<file path="src/pkg/lpd_regs.vh">
// Constants for the LIN preparing-frame and identifier-assignment decoder.
// Assumes a 125 MHz core clock and a byte receiver on the same clock.
`ifndef LPD_REGS_VH
`define LPD_REGS_VH

// ****************************************
// Register map (byte addresses)
// ****************************************
`define LPD_OFS_CTRL 8'h00
`define LPD_OFS_STATUS 8'h04
`define LPD_OFS_ERRCNT 8'h08
`define LPD_OFS_SLOT_BASE 8'h40
`define LPD_OFS_SLOT_LAST 8'h7c

// ****************************************
// Field positions and reset values
// ****************************************
`define LPD_CTRL_ADDR_MSB 6
`define LPD_CTRL_ENABLE_BIT 8
`define LPD_CTRL_CLEAR_BIT 9
`define LPD_CTRL_RESET 32'h0000_0100
`define LPD_SLOT_VALID_BIT 8

// ****************************************
// Frame constants
// ****************************************
`define LPD_ID_COMMAND 6'h3c
`define LPD_ID_EXTENDED 6'h3f
`define LPD_APP_CMD_MARK 8'h80
`define LPD_CMD_ASSIGN 7'h11
`define LPD_FILL_BYTE 8'hff
`define LPD_PREP_SLOT 4'h8
`define LPD_LEN_SHORT 4'h2
`define LPD_LEN_LONG 4'h8
`define LPD_SLOTS 16

`endif

</file>
<file path="src/core/lpd_decoder.v">
// LIN slave decoder for preparing frames and dynamic identifier assignment.
// Assumes a byte receiver on core_clk that pulses once per received identifier
// and once per following byte; it need not know the frame length.
//
// The implementer's own choices: the Wishbone interface to the registers and the register offsets.
`timescale 1ns/1ns
`include "lpd_regs.vh"

// Functional notes
// - Preparation arms only the very next frame.
// - Take node address and command from preparation.
// - Accept two-byte preparation on slot-8 identifier.
// - Two-byte format: bit5 zero, marked cmd, address.
// - Accept eight-byte preparation on identifier 0x3C.
// - Eight-byte: 0x80, command, address, five FF.
// - Identifier is six content plus two parity.
// - 0x3C and 0x3F never stored as assigned.
// - Assignment stores identifier at pointer-selected slot.
// - Four identifier/pointer pairs per assignment frame.
// - Assignment: byte1 0x80, byte2 marked 0x11.
// - Broad zero stores always, else address match.
// - Unpack bytes four to six as documented.
// - Unpack bytes seven and eight as documented.
// - Checksum is inverted carry sum over data.
// - Parity bits six and seven as specified.
// - Indirect read ignored unless just prepared.
module lpd_decoder (
	input wire core_clk,
	input wire rst_n,
	input wire linIdValid,
	input wire [7:0] linId,
	input wire linByteValid,
	input wire [7:0] linByte,
	input wire wb_cyc_i,
	input wire wb_stb_i,
	input wire wb_we_i,
	input wire [7:0] wb_adr_i,
	input wire [3:0] wb_sel_i,
	input wire [31:0] wb_dat_i,
	output reg [31:0] wb_dat_o,
	output reg wb_ack_o,
	output reg respondStrobe_ff,
	output reg [6:0] respondCmd_ff,
	output reg prepPending_ff,
	output reg assignStrobe_ff
);

	// ****************************************
	// Helper functions
	// ****************************************
	function parityOk;
		input [7:0] id;
		begin
			parityOk = (id[6] == (id[0] ^ id[1] ^ id[2] ^ id[4])) &&
				(id[7] == ~(id[1] ^ id[3] ^ id[4] ^ id[5]));
		end
	endfunction

	function [7:0] sumCarry;
		input [7:0] acc;
		input [7:0] b;
		reg [8:0] s;
		begin
			s = {1'b0, acc} + {1'b0, b};
			sumCarry = s[7:0] + {7'h00, s[8]};
		end
	endfunction

	// Reserved identifiers never enter the table, or a later header could alias a command frame.
	function idStorable;
		input [5:0] id;
		begin
			idStorable = (id != `LPD_ID_COMMAND) && (id != `LPD_ID_EXTENDED);
		end
	endfunction

	// Counters stop at all ones so software never sees a wrapped small value.
	function [7:0] satInc;
		input [7:0] cnt;
		begin
			satInc = (cnt == 8'hff) ? cnt : cnt + 8'h01;
		end
	endfunction

	localparam ST_IDLE = 3'b001;
	localparam ST_DATA = 3'b010;
	localparam ST_CHK = 3'b100;

	// ****************************************
	// Storage and state
	// ****************************************
	reg [2:0] state_ff;
	reg [3:0] byteIdx_ff;
	reg [3:0] frameLen_ff;
	reg longFrame_ff;
	reg [7:0] sum_ff;
	reg [7:0] dataBuf [0:7];
	reg [5:0] slotId [0:`LPD_SLOTS-1];
	reg [`LPD_SLOTS-1:0] slotValid_ff;
	reg [6:0] pendCmd_ff;
	reg [6:0] nodeAddr_ff;
	reg enable_ff;
	reg [7:0] parityErr_ff;
	reg [7:0] checksumErr_ff;
	reg [7:0] assignCnt_ff;
	reg [6:0] lastCmd_ff;

	wire wbReq = wb_cyc_i & wb_stb_i & ~wb_ack_o;
	wire wbWrite = wbReq & wb_we_i;
	wire slotHit = (wb_adr_i >= `LPD_OFS_SLOT_BASE) && (wb_adr_i <= `LPD_OFS_SLOT_LAST);
	wire [3:0] slotSel = wb_adr_i[5:2];
	wire clearSlots = wbWrite && (wb_adr_i == `LPD_OFS_CTRL) && wb_sel_i[1] && wb_dat_i[`LPD_CTRL_CLEAR_BIT];

	// ****************************************
	// Header classification
	// ****************************************
	wire idGood = parityOk(linId);
	wire isCmdId = (linId[5:0] == `LPD_ID_COMMAND);
	wire isPrepId = slotValid_ff[`LPD_PREP_SLOT] && (linId[5:0] == slotId[`LPD_PREP_SLOT]) &&
		~linId[5];

	// ****************************************
	// Payload decoding
	// ****************************************
	wire [7:0] b1 = dataBuf[0];
	wire [7:0] b2 = dataBuf[1];
	wire [7:0] b3 = dataBuf[2];
	wire [7:0] b4 = dataBuf[3];
	wire [7:0] b5 = dataBuf[4];
	wire [7:0] b6 = dataBuf[5];
	wire [7:0] b7 = dataBuf[6];
	wire [7:0] b8 = dataBuf[7];
	wire [7:0] sumNext = sumCarry(sum_ff, linByte);
	wire chkGood = (linByte == ~sum_ff);
	wire fillOk = (b4 == `LPD_FILL_BYTE) && (b5 == `LPD_FILL_BYTE) && (b6 == `LPD_FILL_BYTE) &&
		(b7 == `LPD_FILL_BYTE) && (b8 == `LPD_FILL_BYTE);
	wire appMark = (b1 == `LPD_APP_CMD_MARK);
	wire isAssign = longFrame_ff && appMark && (b2 == {1'b1, `LPD_CMD_ASSIGN});
	wire assignMine = ~b3[7] || (b3[6:0] == nodeAddr_ff);
	wire isPrep8 = longFrame_ff && appMark && b2[7] && b3[7] && fillOk &&
		(b2[6:0] != `LPD_CMD_ASSIGN);
	wire isPrep2 = ~longFrame_ff && b1[7] && b2[7];
	wire [6:0] prepCmd = longFrame_ff ? b2[6:0] : b1[6:0];
	wire [6:0] prepAddr = longFrame_ff ? b3[6:0] : b2[6:0];

	// The four pairs are packed across byte boundaries.
	wire [5:0] asgId1 = {b5[1:0], b4[7:4]};
	wire [3:0] asgPtr1 = b4[3:0];
	wire [5:0] asgId2 = {b6[3:0], b5[7:6]};
	wire [3:0] asgPtr2 = b5[5:2];
	wire [5:0] asgId3 = b7[5:0];
	wire [3:0] asgPtr3 = b6[7:4];
	wire [5:0] asgId4 = b8[7:2];
	wire [3:0] asgPtr4 = {b8[1:0], b7[7:6]};
	wire store1 = idStorable(asgId1);
	wire store2 = idStorable(asgId2);
	wire store3 = idStorable(asgId3);
	wire store4 = idStorable(asgId4);

	wire frameDone = (state_ff == ST_CHK) && linByteValid && ~linIdValid;
	wire frameOk = frameDone && chkGood && enable_ff;
	wire doAssign = frameOk && isAssign && assignMine;
	wire doPrep = frameOk && (isPrep8 || isPrep2) && (prepAddr == nodeAddr_ff);

	// ****************************************
	// Frame receive sequencer
	// ****************************************
	always @(posedge core_clk or negedge rst_n) begin
		if (!rst_n) begin
			state_ff <= ST_IDLE;
			byteIdx_ff <= 4'h0;
			frameLen_ff <= 4'h0;
			longFrame_ff <= 1'b0;
			sum_ff <= 8'h00;
		end else begin
			case (state_ff)
				ST_IDLE: begin
					state_ff <= ST_IDLE;
				end
				ST_DATA: begin
					if (linByteValid) begin
						sum_ff <= sumNext;
						byteIdx_ff <= byteIdx_ff + 4'h1;
						if (byteIdx_ff + 4'h1 == frameLen_ff) begin
							state_ff <= ST_CHK;
						end
					end
				end
				ST_CHK: begin
					if (linByteValid) begin
						state_ff <= ST_IDLE;
					end
				end
				default: begin
					state_ff <= ST_IDLE;
				end
			endcase
			// A new header always resynchronises, so a truncated frame is dropped.
			if (linIdValid) begin
				byteIdx_ff <= 4'h0;
				sum_ff <= 8'h00;
				if (idGood && enable_ff && (isCmdId || isPrepId)) begin
					state_ff <= ST_DATA;
					longFrame_ff <= isCmdId;
					frameLen_ff <= isCmdId ? `LPD_LEN_LONG : `LPD_LEN_SHORT;
				end else begin
					state_ff <= ST_IDLE;
				end
			end
		end
	end

	always @(posedge core_clk) begin
		if ((state_ff == ST_DATA) && linByteValid && ~linIdValid) begin
			dataBuf[byteIdx_ff[2:0]] <= linByte;
		end
	end

	// ****************************************
	// Identifier table
	// ****************************************
	always @(posedge core_clk or negedge rst_n) begin
		if (!rst_n) begin
			slotValid_ff <= {`LPD_SLOTS{1'b0}};
		end else begin
			// Clear first, then set: a store in the clearing cycle survives, so no assignment is lost.
			if (clearSlots) begin
				slotValid_ff <= {`LPD_SLOTS{1'b0}};
			end
			if (doAssign) begin
				// Later pairs win when two pairs name the same slot.
				if (store1) begin
					slotValid_ff[asgPtr1] <= 1'b1;
				end
				if (store2) begin
					slotValid_ff[asgPtr2] <= 1'b1;
				end
				if (store3) begin
					slotValid_ff[asgPtr3] <= 1'b1;
				end
				if (store4) begin
					slotValid_ff[asgPtr4] <= 1'b1;
				end
			end
		end
	end

	always @(posedge core_clk) begin
		if (doAssign) begin
			if (store1) begin
				slotId[asgPtr1] <= asgId1;
			end
			if (store2) begin
				slotId[asgPtr2] <= asgId2;
			end
			if (store3) begin
				slotId[asgPtr3] <= asgId3;
			end
			if (store4) begin
				slotId[asgPtr4] <= asgId4;
			end
		end
	end

	// ****************************************
	// Preparation and response arming
	// ****************************************
	always @(posedge core_clk or negedge rst_n) begin
		if (!rst_n) begin
			prepPending_ff <= 1'b0;
			pendCmd_ff <= 7'h00;
			respondStrobe_ff <= 1'b0;
			respondCmd_ff <= 7'h00;
			assignStrobe_ff <= 1'b0;
			lastCmd_ff <= 7'h00;
		end else begin
			respondStrobe_ff <= 1'b0;
			assignStrobe_ff <= doAssign;
			if (linIdValid) begin
				// The header right after a preparation is the only one it may answer.
				prepPending_ff <= 1'b0;
				if (prepPending_ff && idGood) begin
					respondStrobe_ff <= 1'b1;
					respondCmd_ff <= pendCmd_ff;
					lastCmd_ff <= pendCmd_ff;
				end
			end else if (doPrep) begin
				prepPending_ff <= 1'b1;
				pendCmd_ff <= prepCmd;
			end
		end
	end

	// ****************************************
	// Error and activity counters
	// ****************************************
	always @(posedge core_clk or negedge rst_n) begin
		if (!rst_n) begin
			parityErr_ff <= 8'h00;
			checksumErr_ff <= 8'h00;
			assignCnt_ff <= 8'h00;
		end else if (wbWrite && (wb_adr_i == `LPD_OFS_ERRCNT)) begin
			// Any write clears all three counters together, so software reads a consistent set.
			parityErr_ff <= 8'h00;
			checksumErr_ff <= 8'h00;
			assignCnt_ff <= 8'h00;
		end else begin
			if (linIdValid && !idGood) parityErr_ff <= satInc(parityErr_ff);
			if (frameDone && !chkGood) checksumErr_ff <= satInc(checksumErr_ff);
			if (doAssign) assignCnt_ff <= satInc(assignCnt_ff);
		end
	end

	// ****************************************
	// Wishbone slave
	// ****************************************
	always @(posedge core_clk or negedge rst_n) begin
		if (!rst_n) begin
			wb_ack_o <= 1'b0;
			wb_dat_o <= 32'h0000_0000;
			nodeAddr_ff <= 7'h00;
			enable_ff <= 1'b1;
		end else begin
			wb_ack_o <= wbReq;
			wb_dat_o <= 32'h0000_0000;
			if (wbWrite && (wb_adr_i == `LPD_OFS_CTRL)) begin
				if (wb_sel_i[0]) nodeAddr_ff <= wb_dat_i[`LPD_CTRL_ADDR_MSB:0];
				if (wb_sel_i[1]) enable_ff <= wb_dat_i[`LPD_CTRL_ENABLE_BIT];
			end
			if (wbReq && !wb_we_i) begin
				if (wb_adr_i == `LPD_OFS_CTRL) begin
					wb_dat_o <= {23'h000000, enable_ff, 1'b0, nodeAddr_ff};
				end else if (wb_adr_i == `LPD_OFS_STATUS) begin
					wb_dat_o <= {1'b0, lastCmd_ff, 1'b0, pendCmd_ff, 5'h00, state_ff, 7'h00, prepPending_ff};
				end else if (wb_adr_i == `LPD_OFS_ERRCNT) begin
					wb_dat_o <= {8'h00, assignCnt_ff, checksumErr_ff, parityErr_ff};
				end else if (slotHit) begin
					wb_dat_o <= {23'h000000, slotValid_ff[slotSel], 2'b00, slotId[slotSel]};
				end
			end
		end
	end

endmodule

</file>
<file path="config.mk">
export PLATFORM = sky130hd
export DESIGN_NAME = lpd_decoder
export DESIGN_NICKNAME = d
export VERILOG_FILES = /design/src/core/lpd_decoder.v
export VERILOG_INCLUDE_DIRS = /design/src /design/src/pkg
export SDC_FILE = /design/constraint.sdc
export NUM_CORES = 1
export LEC_CHECK = 0
export ABC_CLOCK_PERIOD_IN_PS = 5600
export BUFFER_PORTS_ARGS = -buffer_cell sky130_fd_sc_hd__buf_4
export CORE_AREA = 10 10 227 186
export DETAILED_ROUTE_END_ITERATION = 7
export DIE_AREA = 0 0 237 196
export PLACE_DENSITY = 0.58
export SYNTH_ARGS = -nofsm -noshare
export SYNTH_HDL_FRONTEND = slang
export SYNTH_SLANG_ARGS = --single-unit
</file>
<file path="constraint.sdc">
create_clock -name core_clk -period 5.6 [get_ports core_clk]
set_clock_uncertainty 0.1 [all_clocks]
set_input_delay 1.4 -clock core_clk [delete_from_list [all_inputs] [get_ports core_clk]]
set_output_delay 1.4 -clock core_clk [all_outputs]
set_load 0.02 [all_outputs]
</file>
==> flow_summary.yaml <==
status:
  status: "finished clean"
timing:
  slew_violations: 0
  setup_viol: 0
  rsz0062_at_grt: "no"
  clock.fmax_mhz: 235
  fin_crit_sh_pct: 75.8
  final.setup.tns_ps: 0
  hold_viol: 0
  tightest_slew_ps: 1310
  period_minus_slack_ps: 4250
  relSlewSlack_pct: 12.2
power_and_ir_drop:
  peakVddDrop_mv: 0.279
  cellLeakagePower_nw: 6.55
  p_per_area_nw_per_um2: 249
synth:
  yosysMostFrequentCell: "edfxtp_1"
  synthSimpleGateAreaFrac_pct: 18.8
  synth_top_family_by_area: "simple AND/OR/NAND/NOR gates"
  ys_seq_elements: 274
  synth_edf_count: 160
  ys.flop_type: "edfxtp_1"
  ys_warn_count: 0
  synth_area_leaders: "edfxtp_1 30%, dfrtp_1 17%, mux4_2 4.9%"
  synth_top_area_share_pct: 30.0
  yosysTopAreaCell: "edfxtp_1"
  synth_cell_type_count: 77
  synth-async-reset-ratio_pct: 41.6
  synth_seq_area_share_pct: 47.7
  synth_compound_area_share_pct: 14.3
  synthAdderAreaFrac_pct: 1.29
  synthTopCellsByCount: "160 x edfxtp_1, 116 x nor2_1, 112 x dfrtp_1"
  synth_xor_area_share_pct: 2.84
  syn_inst: 1500
  synth_nets: 1583
  netlist_area_sq_um: 16000
  synth_mux_area_share_pct: 10.7
  avgSynthCellArea_sq_um: 10.7
floorplan:
  fp.dieH_microns: 196
  io-pin-count: 110
  die_area_sq_um: 46500
  die_w_microns: 237
  start_util_pct: 42.5
  num_rows: 64
  core_sq_um: 37700
placement:
  portBuffers: 83
  dp_cells: 1957
  dpl.hpwl_microns: 36900
  gp_congestion: 0.931
global_route:
  grt_pass1_wl_microns: 79000
  grt_use_total_pct: 22.1
  grt_max_degree: 91
  antenna_found_initial: 1
  grt_pass1_vias: 12200
  overflow: 0
final_layout:
  drive_gt1_share_pct: 17.5
  fin_nets: 1577
  final_cells: 2011
  antennaDiodeCount: 0
  area_growth_pct: 11.7
clocking:
  tritoncts: "yes"
  post-cts-setup-buffers: 0
  clk_pin_slew_ps: 60
  numCtsBuffers: 30
  cts_hold_buf: 0
  cts_resized: 0
  clock_latency_ps: 570
  clock-sinks: 274
  htreeDepth: 1
  cts_root_buffer: "clkbuf_16"
  cts_buffer_depth: 3
detailed_routing:
  dr.pass1.iters: 7
  num_vias: 13100
  drc: 0
  wirelength_microns: 53400
  first_iter_violations: 1719
  ant_nets: 0
  wire_per_inst_microns: 26.6
  drt-vias-per-instance: 6.49
setup_path:
  rr_endpoint: "slotId[12][1]"
  critPathLaunch: "linByte[5]"
  reg2reg_slack_ps: 1530
  timing.rr.start: "dataBuf[7][7]"
  cp_data_required_time_ps: 5710
  cp-start-kind: "primary input"
  reg2reg_depth: 6
  critPathKind: "primary input to flip-flop"
  crit_path_end_kind: "flip-flop"
  path_max_fanout: 90
  worstPathArrival_ps: 4350
min_path:
  hp-start: "sum_ff[5]"
  min_to: "sum_ff[5]"
  hp-class: "flip-flop to flip-flop"
  min_path_cells: 2
flow_run:
  cap_violations: 0
## metrics by stage
stage | hold WS (ps) | cell area (sq um) | power, mW | utilization [%] | setup slack [ps]
after global routing | 417 | 17900 | 4.61 | 47.5 | 1260
after CTS | 393 | 17900 | 4.49 | 47.5 | 1420
after detailed placement | 379 | 16900 | 2.46 | 44.8 | 823
after global placement | 373 | 16900 | 2.46 | 44.8 | 863
final | 391 | 17900 | 4.46 | 47.5 | 1350
after floorplan | 346 | 16000 | 2.36 | - | 1450
## layout make-up
| cell class | count | area (sq um) |
|---|---|---|
| Clock buffer | 43 | 912 |
| Clock inverter | 11 | 113 |
| Fill cell | 3404 | 19800 |
| Inverter | 25 | 93.8 |
| Multi-Input combinational cell | 1058 | 7720 |
| Sequential cell | 274 | 7660 |
| Tap cell | 495 | 619 |
| Timing Repair Buffer | 105 | 801 |
## state kept, by name (all words and copies together), names as in the netlist, 4 cells and up
name / flops
pendCmd_ff: 7
lastCmd_ff: 7
wb_dat_o: 31
dataBuf: 64
slotValid_ff: 16
nodeAddr_ff: 7
parityErr_ff: 8
byteIdx_ff: 4
slotId: 96
checksumErr_ff: 8
sum_ff: 8
assignCnt_ff: 8
## worst max-delay path by stage
stage | slack (ps) | to
after CTS | 1420 | slotId[2][4]
after global routing | 1260 | slotId[3][3]
after global placement | 860 | slotId[14][1]
after floorplan | 1450 | slotId[12][0]
after detailed placement | 820 | slotId[2][4]
final | 1350 | slotId[3][3]
## where the power goes
part / total [mW] / leakage [nW] / internal [mW] / switching (mW)
Sequential: 2.19 / 3.01 / 2.15 / 0.0395
Clock: 2.04 / 0.512 / 1.22 / 0.819
Combinational: 0.231 / 3.03 / 0.103 / 0.128
## placed cells by master (no fill, tap or decap), types with 7 or more instances in the layout
cell / n
edfxtp_1: 160
nor2_1: 116
dfrtp_1: 112
buf_4: 104
o22ai_1: 91
nand2_1: 82
a21oi_1: 69
mux2i_1: 61
nand3_1: 56
nand4_1: 43
nor3_1: 40
mux4_2: 35
and3_1: 34
clkbuf_16: 32
xnor2_1: 30
o21ai_0: 28
mux2_2: 28
a22oi_1: 26
inv_1: 25
a211oi_1: 23
or3_1: 22
xor2_1: 22
nor4b_1: 20
a31oi_1: 19
o31a_1: 18
nand2b_1: 15
ha_1: 15
nor2b_1: 14
o211ai_1: 11
o2111ai_1: 10
nor3_4: 10
or4b_1: 9
and4_1: 8
and2_1: 8
nor4_1: 8
or2_2: 7
clkbuf_8: 7
## cell families (layout without fill, tap and decap cells)
| kind of cell | Yosys count | after routing |
|---|---|---|
| simple gates | 525 | 525 |
| compound gates | 340 | 340 |
| flops | 274 | 274 |
| buf+inv | 168 | 184 |
| mux | 124 | 124 |
| xor+xnor | 52 | 52 |
| fa+ha+maj | 16 | 16 |
| other cells | 1 | 1 |
## worst max-delay path, cell delays in order
cell and delay, ps:
buf_4 160, ha_1 390, nand4_1 250, nor4_4 460, nand4_4 170, buf_12 270
nor4b_2 590, a22oi_1 230, nand3_1 410
## routing by layer
metal  vias up  global-route usage, %  wire length, microns
met2       716                   30.7                 22200
met4         0                   6.05                  1350
met3       106                   5.96                  6110
li1       5779                      -                     -
met5         -                      0                     0
met1      6449                   32.9                 23800
No activity file was read; power rests on OpenSTA's default activity.
